`config.mk`:
```
export PLATFORM = sky130hd
export DESIGN_NAME = nibble_xor_exec
export DESIGN_NICKNAME = d
export VERILOG_FILES = /design/src/verilog/nibble_xor_pkg.sv /design/src/verilog/nibble_xor_exec.sv
export SDC_FILE = /design/constraint.sdc
export NUM_CORES = 1
export LEC_CHECK = 0
export ABC_AREA = 1
export ABC_CLOCK_PERIOD_IN_PS = 2670
export CAP_MARGIN = 20
export CORE_UTILIZATION = 57
export DETAILED_ROUTE_END_ITERATION = 7
export DONT_BUFFER_PORTS = 1
export PLACE_DENSITY = 0.78
export SLEW_MARGIN = 30
export SYNTH_ARGS = -nofsm -noshare
export SYNTH_HDL_FRONTEND = slang
export SYNTH_SLANG_ARGS = --single-unit
```
`constraint.sdc`:
```
create_clock -name CLOCK_I -period 2.67 [get_ports CLOCK_I]
set_clock_uncertainty 0.05 [all_clocks]
set_input_delay 0.534 -clock CLOCK_I [delete_from_list [all_inputs] [get_ports CLOCK_I]]
set_output_delay 0.534 -clock CLOCK_I [all_outputs]
set_load 0.01 [all_outputs]
```
`src/verilog/nibble_xor_pkg.sv`:
```
/*
 * constants and carrier types for the four-instruction execution slice:
 * opcode patterns, field positions, reset values and port selector range.
 * assumes 12-bit program words and an 8-bit data path.
 */
package nibble_xor_pkg;

    localparam int          WORD_W        = 12;
    localparam int          DATA_W        = 8;
    localparam int          FADDR_W       = 5;
    localparam int          DIR_BIT       = 5;
    // upper six bits select swap / register xor; upper four the literal xor
    localparam logic [5:0]  SWAP_PAT      = 6'h0e;
    localparam logic [5:0]  REGXOR_PAT    = 6'h06;
    localparam logic [3:0]  LITXOR_PAT    = 4'hf;
    // direction load word is 0000 0000 0fff
    localparam logic [8:0]  DIRLOAD_PAT   = 9'h000;
    localparam logic [2:0]  DIRLOAD_MIN   = 3'h5;
    localparam logic [3:0]  DIRLOAD_MAX   = 4'h9;
    localparam int          NUM_DIRREG    = 5;
    localparam logic [7:0]  ACC_RESET     = 8'h00;
    localparam logic [7:0]  DIRREG_RESET  = 8'hff;
    localparam int          EXEC_CYCLES   = 1;

    typedef enum logic [2:0] {
        OP_NONE,
        OP_SWAP,
        OP_LITXOR,
        OP_REGXOR,
        OP_DIRLOAD
    } op_kind_t;

    typedef struct packed {
        logic                 we;
        logic [FADDR_W-1:0]   addr;
        logic [DATA_W-1:0]    data;
    } file_wr_t;

    typedef struct packed {
        logic [DATA_W-1:0]              acc;
        logic                           zero;
        logic [NUM_DIRREG*DATA_W-1:0]   dirreg;
        file_wr_t                       fwr;
        op_kind_t                       last_op;
    } exec_state_t;

endpackage : nibble_xor_pkg

```
`src/verilog/nibble_xor_exec.sv`:
```
/*
 * execution slice for nibble swap, literal xor, register xor and port
 * direction load. one instruction word is presented per clock; the file
 * register value for the word's address arrives combinationally on
 * FILE_RDATA_I. results land on the next edge.
 */
// Overview of operation
// [RULE1] nibble swap exchanges high and low nibbles of f; flags untouched
// [RULE2] nibble swap result goes to accumulator if d is 0, else back to f
// [RULE3] direction load copies accumulator into selected direction register
// [RULE4] direction load accepts selectors 5 through 9, others ignored; the 3-bit field here reaches only 5 through 7
// [RULE5] literal xor puts accumulator xor literal in accumulator, updates zero
// [RULE6] register xor computes accumulator xor f; zero set when result zero
// [RULE7] register xor result goes to accumulator if d is 0, else back to f
// [RULE8] each instruction is one word, done in one cycle, visible next one
`timescale 1ns/1ps
module nibble_xor_exec
    import nibble_xor_pkg::*;
(
    input  wire logic                         CLOCK_I,
    input  wire logic                         RST_B_I,
    input  wire logic                         INSTR_VALID_I,
    input  wire logic [WORD_W-1:0]            INSTR_I,
    input  wire logic [DATA_W-1:0]            FILE_RDATA_I,
    output logic      [FADDR_W-1:0]           FILE_RADDR_O,
    output file_wr_t                          FILE_WR_O,
    output logic      [DATA_W-1:0]            ACC_O,
    output logic                              ZERO_O,
    output logic      [NUM_DIRREG*DATA_W-1:0] DIRREG_O,
    output logic                              ILLEGAL_O
);

    exec_state_t state_q;
    exec_state_t state_d;
    op_kind_t    op;
    logic        dir_ok;
    logic [DATA_W-1:0] swapped;
    logic [DATA_W-1:0] xored;
    logic [3:0]  sel;

    function automatic op_kind_t decode(input logic [WORD_W-1:0] w);
        // bit 5 is the direction bit, so it stays out of the swap and register xor opcode match
        if (w[11:6] == SWAP_PAT)
            return OP_SWAP;
        else if (w[11:6] == REGXOR_PAT)
            return OP_REGXOR;
        else if (w[11:8] == LITXOR_PAT)
            return OP_LITXOR;
        else if (w[11:3] == DIRLOAD_PAT && w[2:0] >= DIRLOAD_MIN)
            return OP_DIRLOAD;
        else
            return OP_NONE;
    endfunction : decode

    // the three-bit selector field cannot encode 8 or 9 in a 12-bit word,
    // so those selectors are honoured only if decode widens the field
    assign sel     = {1'b0, INSTR_I[2:0]};
    assign op      = INSTR_VALID_I ? decode(INSTR_I) : OP_NONE;
    assign dir_ok  = (sel >= {1'b0, DIRLOAD_MIN}) && (sel <= DIRLOAD_MAX); // [RULE4]
    assign FILE_RADDR_O = INSTR_I[FADDR_W-1:0];
    assign swapped = {FILE_RDATA_I[3:0], FILE_RDATA_I[7:4]};       // [RULE1]
    assign xored   = state_q.acc ^ (op == OP_LITXOR ? INSTR_I[7:0]
                                                    : FILE_RDATA_I);

    always_comb
    begin
        state_d         = state_q;
        state_d.fwr     = '{we: 1'b0, addr: INSTR_I[FADDR_W-1:0],
                            data: '0};
        state_d.last_op = op;
        unique case (op)
            OP_SWAP:
            begin
                if (INSTR_I[DIR_BIT])                               // [RULE2]
                begin
                    state_d.fwr.we   = 1'b1;
                    state_d.fwr.data = swapped;
                end
                else
                begin
                    state_d.acc = swapped;                          // [RULE2]
                end
            end
            OP_LITXOR:
            begin
                state_d.acc  = xored;                               // [RULE5]
                state_d.zero = (xored == '0);                       // [RULE5]
            end
            OP_REGXOR:
            begin
                state_d.zero = (xored == '0);                       // [RULE6]
                if (INSTR_I[DIR_BIT])                               // [RULE7]
                begin
                    state_d.fwr.we   = 1'b1;
                    state_d.fwr.data = xored;
                end
                else
                begin
                    state_d.acc = xored;                            // [RULE7]
                end
            end
            OP_DIRLOAD:
            begin
                if (dir_ok)                                         // [RULE3]
                    state_d.dirreg[(32'(sel) - 32'(DIRLOAD_MIN))*DATA_W
                                   +: DATA_W] = state_q.acc;
            end
            OP_NONE:
            begin
            end
        endcase
    end

    always_ff @(posedge CLOCK_I)
    begin
        if (!RST_B_I)
        begin
            state_q.acc     <= ACC_RESET;
            state_q.zero    <= 1'b0;
            state_q.dirreg  <= {NUM_DIRREG{DIRREG_RESET}};
            state_q.fwr     <= '0;
            state_q.last_op <= OP_NONE;
        end
        else
        begin
            state_q <= state_d;                                     // [RULE8]
        end
    end

    assign FILE_WR_O = state_q.fwr;
    assign ACC_O     = state_q.acc;
    assign ZERO_O    = state_q.zero;
    assign DIRREG_O  = state_q.dirreg;
    assign ILLEGAL_O = INSTR_VALID_I && (op == OP_NONE);

    chk_swap_nibbles: assert property (@(posedge CLOCK_I) disable iff (!RST_B_I)
        op == OP_SWAP && !INSTR_I[DIR_BIT] |=>
        ACC_O == {$past(FILE_RDATA_I[3:0]), $past(FILE_RDATA_I[7:4])}) // [RULE1]
        else $error("swap result wrong");
    chk_swap_flags: assert property (@(posedge CLOCK_I) disable iff (!RST_B_I)
        op == OP_SWAP |=> $stable(ZERO_O)) // [RULE1]
        else $error("swap changed zero flag");
    chk_swap_dest: assert property (@(posedge CLOCK_I) disable iff (!RST_B_I)
        op == OP_SWAP && INSTR_I[DIR_BIT] |=>
        FILE_WR_O.we && $stable(ACC_O)) // [RULE2]
        else $error("swap to file missed");
    chk_dir_load: assert property (@(posedge CLOCK_I) disable iff (!RST_B_I)
        op == OP_DIRLOAD && INSTR_I[2:0] == 3'h6 |=>
        DIRREG_O[15:8] == $past(ACC_O)) // [RULE3]
        else $error("direction load wrong");
    chk_dir_range: assert property (@(posedge CLOCK_I) disable iff (!RST_B_I)
        INSTR_VALID_I && INSTR_I[11:3] == 9'h000 && INSTR_I[2:0] < 3'h5
        |=> $stable(DIRREG_O)) // [RULE4]
        else $error("bad selector loaded");
    chk_lit_xor: assert property (@(posedge CLOCK_I) disable iff (!RST_B_I)
        op == OP_LITXOR |=> ACC_O == ($past(ACC_O) ^ $past(INSTR_I[7:0]))
        && ZERO_O == (ACC_O == 8'h00)) // [RULE5]
        else $error("literal xor wrong");
    chk_reg_xor_zero: assert property (@(posedge CLOCK_I) disable iff (!RST_B_I)
        op == OP_REGXOR |=>
        ZERO_O == ($past(ACC_O) == $past(FILE_RDATA_I))) // [RULE6]
        else $error("register xor zero wrong");
    chk_reg_xor_dest: assert property (@(posedge CLOCK_I) disable iff (!RST_B_I)
        op == OP_REGXOR && INSTR_I[DIR_BIT] |=>
        FILE_WR_O.we && FILE_WR_O.data == ($past(ACC_O) ^ $past(FILE_RDATA_I))
        && $stable(ACC_O)) // [RULE7]
        else $error("register xor to file wrong");
    chk_one_cycle: assert property (@(posedge CLOCK_I) disable iff (!RST_B_I)
        op == OP_NONE |=> !FILE_WR_O.we) // [RULE8]
        else $error("write without instruction");

    // these pin down what each instruction must write or leave untouched, so a decode
    // slip that fires the wrong branch shows up one cycle later
    chk_swap_file_data: assert property (@(posedge CLOCK_I)
        disable iff (!RST_B_I)
        op == OP_SWAP && INSTR_I[DIR_BIT] |=>
        FILE_WR_O.addr == $past(INSTR_I[FADDR_W-1:0])
        && FILE_WR_O.data == {$past(FILE_RDATA_I[3:0]),
                              $past(FILE_RDATA_I[7:4])}) // [RULE2]
        else $error("swap write-back wrong");
    chk_reg_xor_acc: assert property (@(posedge CLOCK_I)
        disable iff (!RST_B_I)
        op == OP_REGXOR && !INSTR_I[DIR_BIT] |=>
        ACC_O == ($past(ACC_O) ^ $past(FILE_RDATA_I))
        && !FILE_WR_O.we) // [RULE7]
        else $error("register xor to accumulator wrong");
    chk_lit_xor_only: assert property (@(posedge CLOCK_I)
        disable iff (!RST_B_I)
        op == OP_LITXOR |=> !FILE_WR_O.we && $stable(DIRREG_O)) // [RULE5]
        else $error("literal xor touched other state");
    chk_dir_no_flags: assert property (@(posedge CLOCK_I)
        disable iff (!RST_B_I)
        op == OP_DIRLOAD |=>
        $stable(ACC_O) && $stable(ZERO_O) && !FILE_WR_O.we) // [RULE3]
        else $error("direction load touched other state");
    chk_dir_slot_five: assert property (@(posedge CLOCK_I)
        disable iff (!RST_B_I)
        op == OP_DIRLOAD && INSTR_I[2:0] == 3'h5 |=>
        DIRREG_O[DATA_W-1:0] == $past(ACC_O)
        && $stable(DIRREG_O[NUM_DIRREG*DATA_W-1:DATA_W])) // [RULE3]
        else $error("direction load hit wrong slot");
    chk_refused_idle: assert property (@(posedge CLOCK_I)
        disable iff (!RST_B_I)
        ILLEGAL_O |=>
        $stable(ACC_O) && $stable(ZERO_O) && $stable(DIRREG_O)
        && !FILE_WR_O.we) // [RULE4]
        else $error("refused word changed state");
    // last_op is kept only so that a write-back pulse can be traced to the
    // instruction that caused it
    chk_write_source: assert property (@(posedge CLOCK_I)
        disable iff (!RST_B_I)
        FILE_WR_O.we |->
        state_q.last_op inside {OP_SWAP, OP_REGXOR}) // [RULE8]
        else $error("write-back from wrong instruction");
    // no disable here: the values held in reset are what is checked
    chk_reset_values: assert property (@(posedge CLOCK_I)
        !RST_B_I |=>
        ACC_O == ACC_RESET && !ZERO_O && !FILE_WR_O.we
        && DIRREG_O == {NUM_DIRREG{DIRREG_RESET}})
        else $error("reset values wrong");

    cov_swap_f:   cover property (@(posedge CLOCK_I) disable iff (!RST_B_I)
        op == OP_SWAP && INSTR_I[DIR_BIT]);
    cov_lit_zero: cover property (@(posedge CLOCK_I) disable iff (!RST_B_I)
        op == OP_LITXOR ##1 ZERO_O);
    cov_reg_w:    cover property (@(posedge CLOCK_I) disable iff (!RST_B_I)
        op == OP_REGXOR && !INSTR_I[DIR_BIT]);
    cov_dir_7:    cover property (@(posedge CLOCK_I) disable iff (!RST_B_I)
        op == OP_DIRLOAD && INSTR_I[2:0] == 3'h7);
    cov_dir_low:  cover property (@(posedge CLOCK_I) disable iff (!RST_B_I)
        INSTR_VALID_I && INSTR_I[11:3] == 9'h000 && INSTR_I[2:0] < 3'h5);

endmodule : nibble_xor_exec

```
==> run_results.csv, run 1 <==
group,metric,value,unit
outcome,run_status,"finished clean",
clock_network,insertion_delay,0.36,ns
power_and_ir_drop,clkPwrFrac,0.443,
power_and_ir_drop,peakVddDrop,0.480,mV
detailed_routing,drt_pre_antenna_iters,5,
worst_setup_path,crit_fanout,8,
power_and_ir_drop,leakage,1.82,nW
yosys,synth-edff-count,0,
power_and_ir_drop,pwr-share-comb,0.090,
yosys,yosysTopAreaCell,"dfxtp_1",
floorplanning,die_x,77.3,um
global_route,grt_use_met2,0.472,
final_layout,fin_nets,500,
placement,place_ws,-0.335,ns
floorplanning,fp.dieH,77.3,um
yosys,avgSynthCellArea,7.15,um^2
final_layout,diodes,0,
detailed_routing,dr_total_vias,3246,
sta,period_share,0.945,
power_and_ir_drop,pwr-share-seq,0.466,
job,maxCapViolCount,0,
power_and_ir_drop,p_sw,535,uW
clock_network,clockBufferDepth,2,
sta,setup_ws,0.147,ns
sta,hold_viol,0,
floorplanning,die_area,5980,um^2
global_route,grtUsageMet3,0.0774,
clock_network,cts_buffers,9,
placement,routabilityCongestion,0.938,
detailed_routing,wl_per_cell,16.4,um
yosys,muxShareOfSynthArea,0,
detailed_routing,first_iter_violations,293,
yosys,seq_area_frac_synth,0.390,
global_route,grt-busiest-layer,"met2",
yosys,synth_top_family_by_area,"simple AND/OR/NAND/NOR gates",
clock_network,cts_tree,"built",
worst_hold_path,whs_endpoint,"DIRREG_O[6]",
yosys,syn-num-nets,484,
yosys,netlist_area,3230,um^2
worst_setup_path,r2r_start,"ACC_O[5]",
yosys,synthTopCellsByArea,"dfxtp_1, nand2_1, nand3_1",
detailed_routing,vias_per_cell,5.96,
clock_network,cts.sinks,63,
final_layout,mostFrequentLayoutCell,"nand2_1",
sta,timing.slew.headroom,0.716,
yosys,ys_ff_latch,63,
global_route,grtUsageMet1,0.389,
yosys,synth_top_cell_area_share,0.390,
clock_network,cts_root_buf,"clkbuf_8",
detailed_routing,drc,0,
final_layout,drive_gt1_frac,0.167,
yosys,ys_types,33,
worst_setup_path,startpoint_type,"primary input",
global_route,antenna_found_initial,0,
floorplanning,initial_core_util,0.591,
sta,timing.hold.ws,0.212,ns
yosys,ys_warn_count,0,
yosys,async_flop_share,0,
global_route,gr-total-overflow,0,
sta,fin_crit,2.52,ns
sta,slew_viol_final,0,
worst_setup_path,crit_type,"primary input to register",
yosys,synth-xor-area-share,0.00271,
floorplanning,core,5470,um^2
clock_network,path_clk_slew,0.07,ns
floorplanning,num_io_pins,92,
worst_setup_path,r2r-end,"ZERO_O",
floorplanning,num_rows,27,
clock_network,hold_buffers,0,
sta,setup_violations,0,
global_route,grt_max_degree,48,
yosys,synth_compound_area_frac,0.0913,
power_and_ir_drop,power.density,565,nW/um^2
clock_network,cts_max_level,3,
placement,dp_hpwl,6270,um
sta,rsz0062_at_grt,"false",
worst_setup_path,cp-startpoint,"INSTR_I[1]",
yosys,synth_flop_cell,"dfxtp_1",
worst_setup_path,r2r_slack,1.23,ns
global_route,grt_pass1_wl,14000,um
power_and_ir_drop,power,2.08,mW
worst_setup_path,cp.arrival,2.77,ns
global_route,grt_pass1_vias,2897,
placement,port_buffers,0,
sta,worstMarginPinSlew,0.425,ns
yosys,synthAdderAreaFrac,0.0348,
sta,tns,0,ns
detailed_routing,antenna_left,0,
worst_hold_path,min_from,"RST_B_I",
detailed_routing,wirelength,8960,um
worst_setup_path,cp.required,2.91,ns
yosys,netlist_instances,452,
yosys,synth-simple-area-share,0.386,
sta,fmax,0.396,GHz
worst_setup_path,ff2ff_path_depth,7,
power_and_ir_drop,p_int,1.54,mW
final_layout,final_cell_mix,"nand2_1, nand3_1, dfxtp_1, inv_1, nor2_1",
worst_setup_path,cp-end-kind,"register",
worst_hold_path,holdPathStages,1,
worst_hold_path,hold_path_class,"primary input to register",
power_and_ir_drop,swShare,0.258,
global_route,grtUsageTotal,0.303,
final_layout,syn_to_final_growth,13.7,%
power groups by stage:
stage          registers (mW)  clock network, mW  logic (mW)
3_3_place_gp            0.988                  0       0.172
3_5_place_dp            0.988                  0       0.177
4_1_cts                 0.967              0.919       0.179
6_report                0.967              0.920       0.188
5_1_grt                 0.968              0.964       0.205
2_1_floorplan           0.982                  0       0.148
sequential cells by signal, summed over array words and instances, names as in the netlist:
name,count
DIRREG_O,40
FILE_WR_O,14
ACC_O,8
ZERO_O,1
logic make-up after synthesis:
kind of cell / after synthesis
simple gates: 263
buf+inv: 72
flops: 63
compound gates: 44
fa+ha+maj: 9
xor+xnor: 1
per-stage QoR:
step / std cells / utilization / instance area, um^2
2_1_floorplan: 452 / - / 3280
3_3_place_gp: 526 / 0.625 / 3420
3_5_place_dp: 526 / 0.625 / 3420
4_1_cts: 542 / 0.664 / 3630
5_1_grt: 545 / 0.672 / 3680
6_report: 545 / 0.672 / 3680
worst max path at each step:
stage | to | slack (ns) | depth (start not counted)
detailed placement | DIRREG_O[21] | -0.34 | 16
floorplan | DIRREG_O[32] | -0.14 | 16
global route | DIRREG_O[17] | 0.02 | 16
finish | DIRREG_O[17] | 0.15 | 16
CTS | DIRREG_O[21] | 0.02 | 16
global placement | DIRREG_O[17] | -0.20 | 16
what timing repair did:
item / in CTS / in global routing
resized for setup: 0 / 2
buffers inserted: 0 / 2
setup endpoints to repair: 0 / 16
hold endpoints to repair: 0 / 0
metal layers:
layer / part of all wire / routed length [um]
met5: 0 / 0
met4: 0.019 / 168
met3: 0.095 / 848
met2: 0.47 / 4190
met1: 0.42 / 3750
cells in the mapped netlist (3+ instances only):
master / number
o21ai_0: 8
o211ai_2: 3
nand3_1: 71
nand4_1: 13
o211ai_1: 9
a21oi_1: 20
inv_2: 6
ha_1: 9
inv_1: 47
dfxtp_1: 63
buf_4: 7
nor3_1: 6
nand2_2: 5
nand2_1: 126
nor2_1: 26
clkbuf_1: 7
nor2_2: 3
nor2_4: 4
critical path: stages:
cell and delay [ns]:
clkinvlp_4 0.08, ha_4 0.16, inv_2 0.05, ha_4 0.19, inv_2 0.07, nand2_2 0.06, nor2_2 0.10, inv_1 0.06
ha_1 0.32, nand4_1 0.13, o41ai_4 0.30, nand2_2 0.16, nor2_8 0.18, buf_4 0.18, nand3_1 0.08, nand3_1 0.10
cell type report:
class | count | area [um^2]
timing repair buffer | 21 | 170
multi-input combinational | 318 | 1730
inverter | 55 | 213
fill | 464 | 1800
sequential | 63 | 1260
tap | 72 | 90.1
clock inverter | 6 | 83.8
clock buffer | 10 | 128
(Power assumes the default switching activity.)
==> run 2: changes to the inputs <==
==> constraint.sdc (replaced) <==
create_clock -name CLOCK_I -period 2.67 [get_ports CLOCK_I]
set_clock_uncertainty 0.05 [all_clocks]
set_input_delay 0.534 -clock CLOCK_I [delete_from_list [all_inputs] [get_ports CLOCK_I]]
set_output_delay 0.534 -clock CLOCK_I [all_outputs]
set_load 0.1 [all_outputs]
==> run 2 against run 1 <==
Non-clock buffer count rose by 60. Die area did not move. Sequential power rose by 0.7%. Via count rose by 3.7%. Utilization rose by 8.2 points. Largest cell class unchanged. Highest routed layer unchanged.
==> run_results.csv, run 2 (same netlist as run 1, synthesis figures left out) <==
group,metric,value,unit
final_layout,diodes,0,
power_and_ir_drop,p_int,1.51,mW
detailed_routing,wl_per_cell,15.3,um
power_and_ir_drop,leakage,2.09,nW
clock_network,cts.sinks,63,
global_route,grt_pass1_wl,14400,um
power_and_ir_drop,clkPwrFrac,0.405,
final_layout,final_cell_mix,"nand2_1, buf_4, nand3_1, dfxtp_1, inv_1",
job,maxCapViolCount,0,
power_and_ir_drop,power.density,506,nW/um^2
worst_setup_path,cp.required,2.90,ns
worst_hold_path,hold_path_class,"primary input to register",
power_and_ir_drop,pwr-share-comb,0.128,
detailed_routing,antenna_left,0,
final_layout,fin_nets,559,
worst_setup_path,cp_slowest_cell,"o41ai_4",
worst_setup_path,cp.arrival,2.76,ns
global_route,antenna_found_initial,0,
sta,timing.slew.headroom,0.344,
worst_setup_path,crit_fanout,8,
global_route,grtUsageTotal,0.315,
clock_network,cts_buffers,9,
worst_setup_path,path_cells,"clkinvlp_4 > ha_4 > inv_2 > ha_4 > inv_2 > nand2_2 > nor2_2 > inv_1 > ha_1 > nand4_1 > o41ai_4 > nand2_2 > nor2_8 > buf_4 > nand3_1 > nand3_1",
clock_network,cts_setup_buffers,0,
clock_network,cts_tree,"built",
power_and_ir_drop,p_sw,580,uW
placement,routabilityCongestion,0.924,
detailed_routing,drc,0,
floorplanning,die_x,77.3,um
detailed_routing,drt_pre_antenna_iters,5,
power_and_ir_drop,pwr-share-seq,0.467,
sta,rsz0062_at_grt,"false",
sta,timing.hold.ws,0.232,ns
final_layout,final_area,4120,um^2
sta,hold_viol,0,
worst_setup_path,critPathBufInv,5,
sta,fin_crit,2.53,ns
global_route,gr-total-overflow,0,
outcome,run_status,"finished clean",
final_layout,drive_gt1_frac,0.260,
sta,worstMarginPinSlew,0.983,ns
worst_setup_path,slowest_delay,0.32,ns
power_and_ir_drop,peakVddDrop,0.366,mV
clock_network,clockBufferDepth,2,
sta,setup_violations,0,
sta,slew_viol_final,0,
worst_setup_path,critPathTopFamily,"simple AND/OR/NAND/NOR gates",
floorplanning,num_rows,27,
placement,dpl_cell_area,3910,um^2
sta,fmax,0.396,GHz
power_and_ir_drop,swShare,0.278,
final_layout,largest_reg_flops,40,
floorplanning,initial_core_util,0.591,
detailed_routing,vias_per_cell,5.58,
clock_network,insertion_delay,0.34,ns
clock_network,path_clk_slew,0.07,ns
worst_setup_path,startpoint_type,"primary input",
floorplanning,core,5470,um^2
placement,dp_hpwl,7020,um
clock_network,cts_max_level,3,
final_layout,mostFrequentLayoutCell,"nand2_1",
global_route,grt_max_degree,48,
floorplanning,die_area,5980,um^2
clock_network,cts_root_buf,"clkbuf_8",
final_layout,syn_to_final_growth,27.5,%
worst_setup_path,cp-end-kind,"register",
global_route,grt_pass1_vias,3026,
detailed_routing,wirelength,9200,um
floorplanning,num_io_pins,92,
floorplanning,fp.dieH,77.3,um
sta,period_share,0.946,
detailed_routing,first_iter_violations,300,
placement,port_buffers,0,
worst_setup_path,crit_type,"primary input to register",
detailed_routing,dr_total_vias,3365,
run 2: worst paths after layout:
check / startpoint / end / slack [ns] / depth (start not counted)
setup reg to reg: ACC_O[6] / ZERO_O / 1.09 / 7
setup / recovery: INSTR_I[1] / DIRREG_O[17] / 0.14 / 16
hold / removal: INSTR_I[4] / FILE_WR_O[12] / 0.23 / 2
hold reg to reg: DIRREG_O[22] / DIRREG_O[22] / 0.43 / 2
run 2: per-stage QoR:
step | setup WS, ns | utilization | instances | total power, mW | setup TNS, ns
2_1_floorplan | -0.166 | - | 452 | 1.23 | -3.27
3_3_place_gp | -0.136 | 0.715 | 588 | 1.25 | -2.18
3_5_place_dp | -0.289 | 0.715 | 588 | 1.25 | -5.27
4_1_cts | 0.0559 | 0.751 | 603 | 2.09 | 0
5_1_grt | 0.0139 | 0.753 | 603 | 2.15 | 0
6_report | 0.145 | 0.753 | 603 | 2.09 | 0
run 2: cell type report:
type                            count  area (um^2)
Clock buffer                       12          155
Clock inverter                      3         42.5
Fill cell                         421         1350
Inverter                           55          213
Multi-Input combinational cell    317         1730
Sequential cell                    63         1260
Tap cell                           72         90.1
Timing Repair Buffer               81          633
run 2: timing repair:
action,4_1_cts,5_1_grt
setup endpoints to repair,0,16
hold buffers,0,0
resized for setup,0,1
run 2: per-layer routing:
layer	global-route usage	wire, um	share of wire	vias up
li1	-	-	-	1626
met1	0.395	3880	0.42	1568
met2	0.488	4340	0.47	146
met3	0.0940	770	0.084	25
met4	0.155	210	0.023	0
met5	0	0	0	-
run 2: power groups by stage:
stage / combinational (mW) / clock (mW) / sequential [mW]
global placement: 0.251 / 0 / 0.995
global route: 0.285 / 0.892 / 0.974
floorplan: 0.184 / 0 / 1.05
CTS: 0.261 / 0.852 / 0.974
detailed placement: 0.260 / 0 / 0.995
finish: 0.266 / 0.846 / 0.974
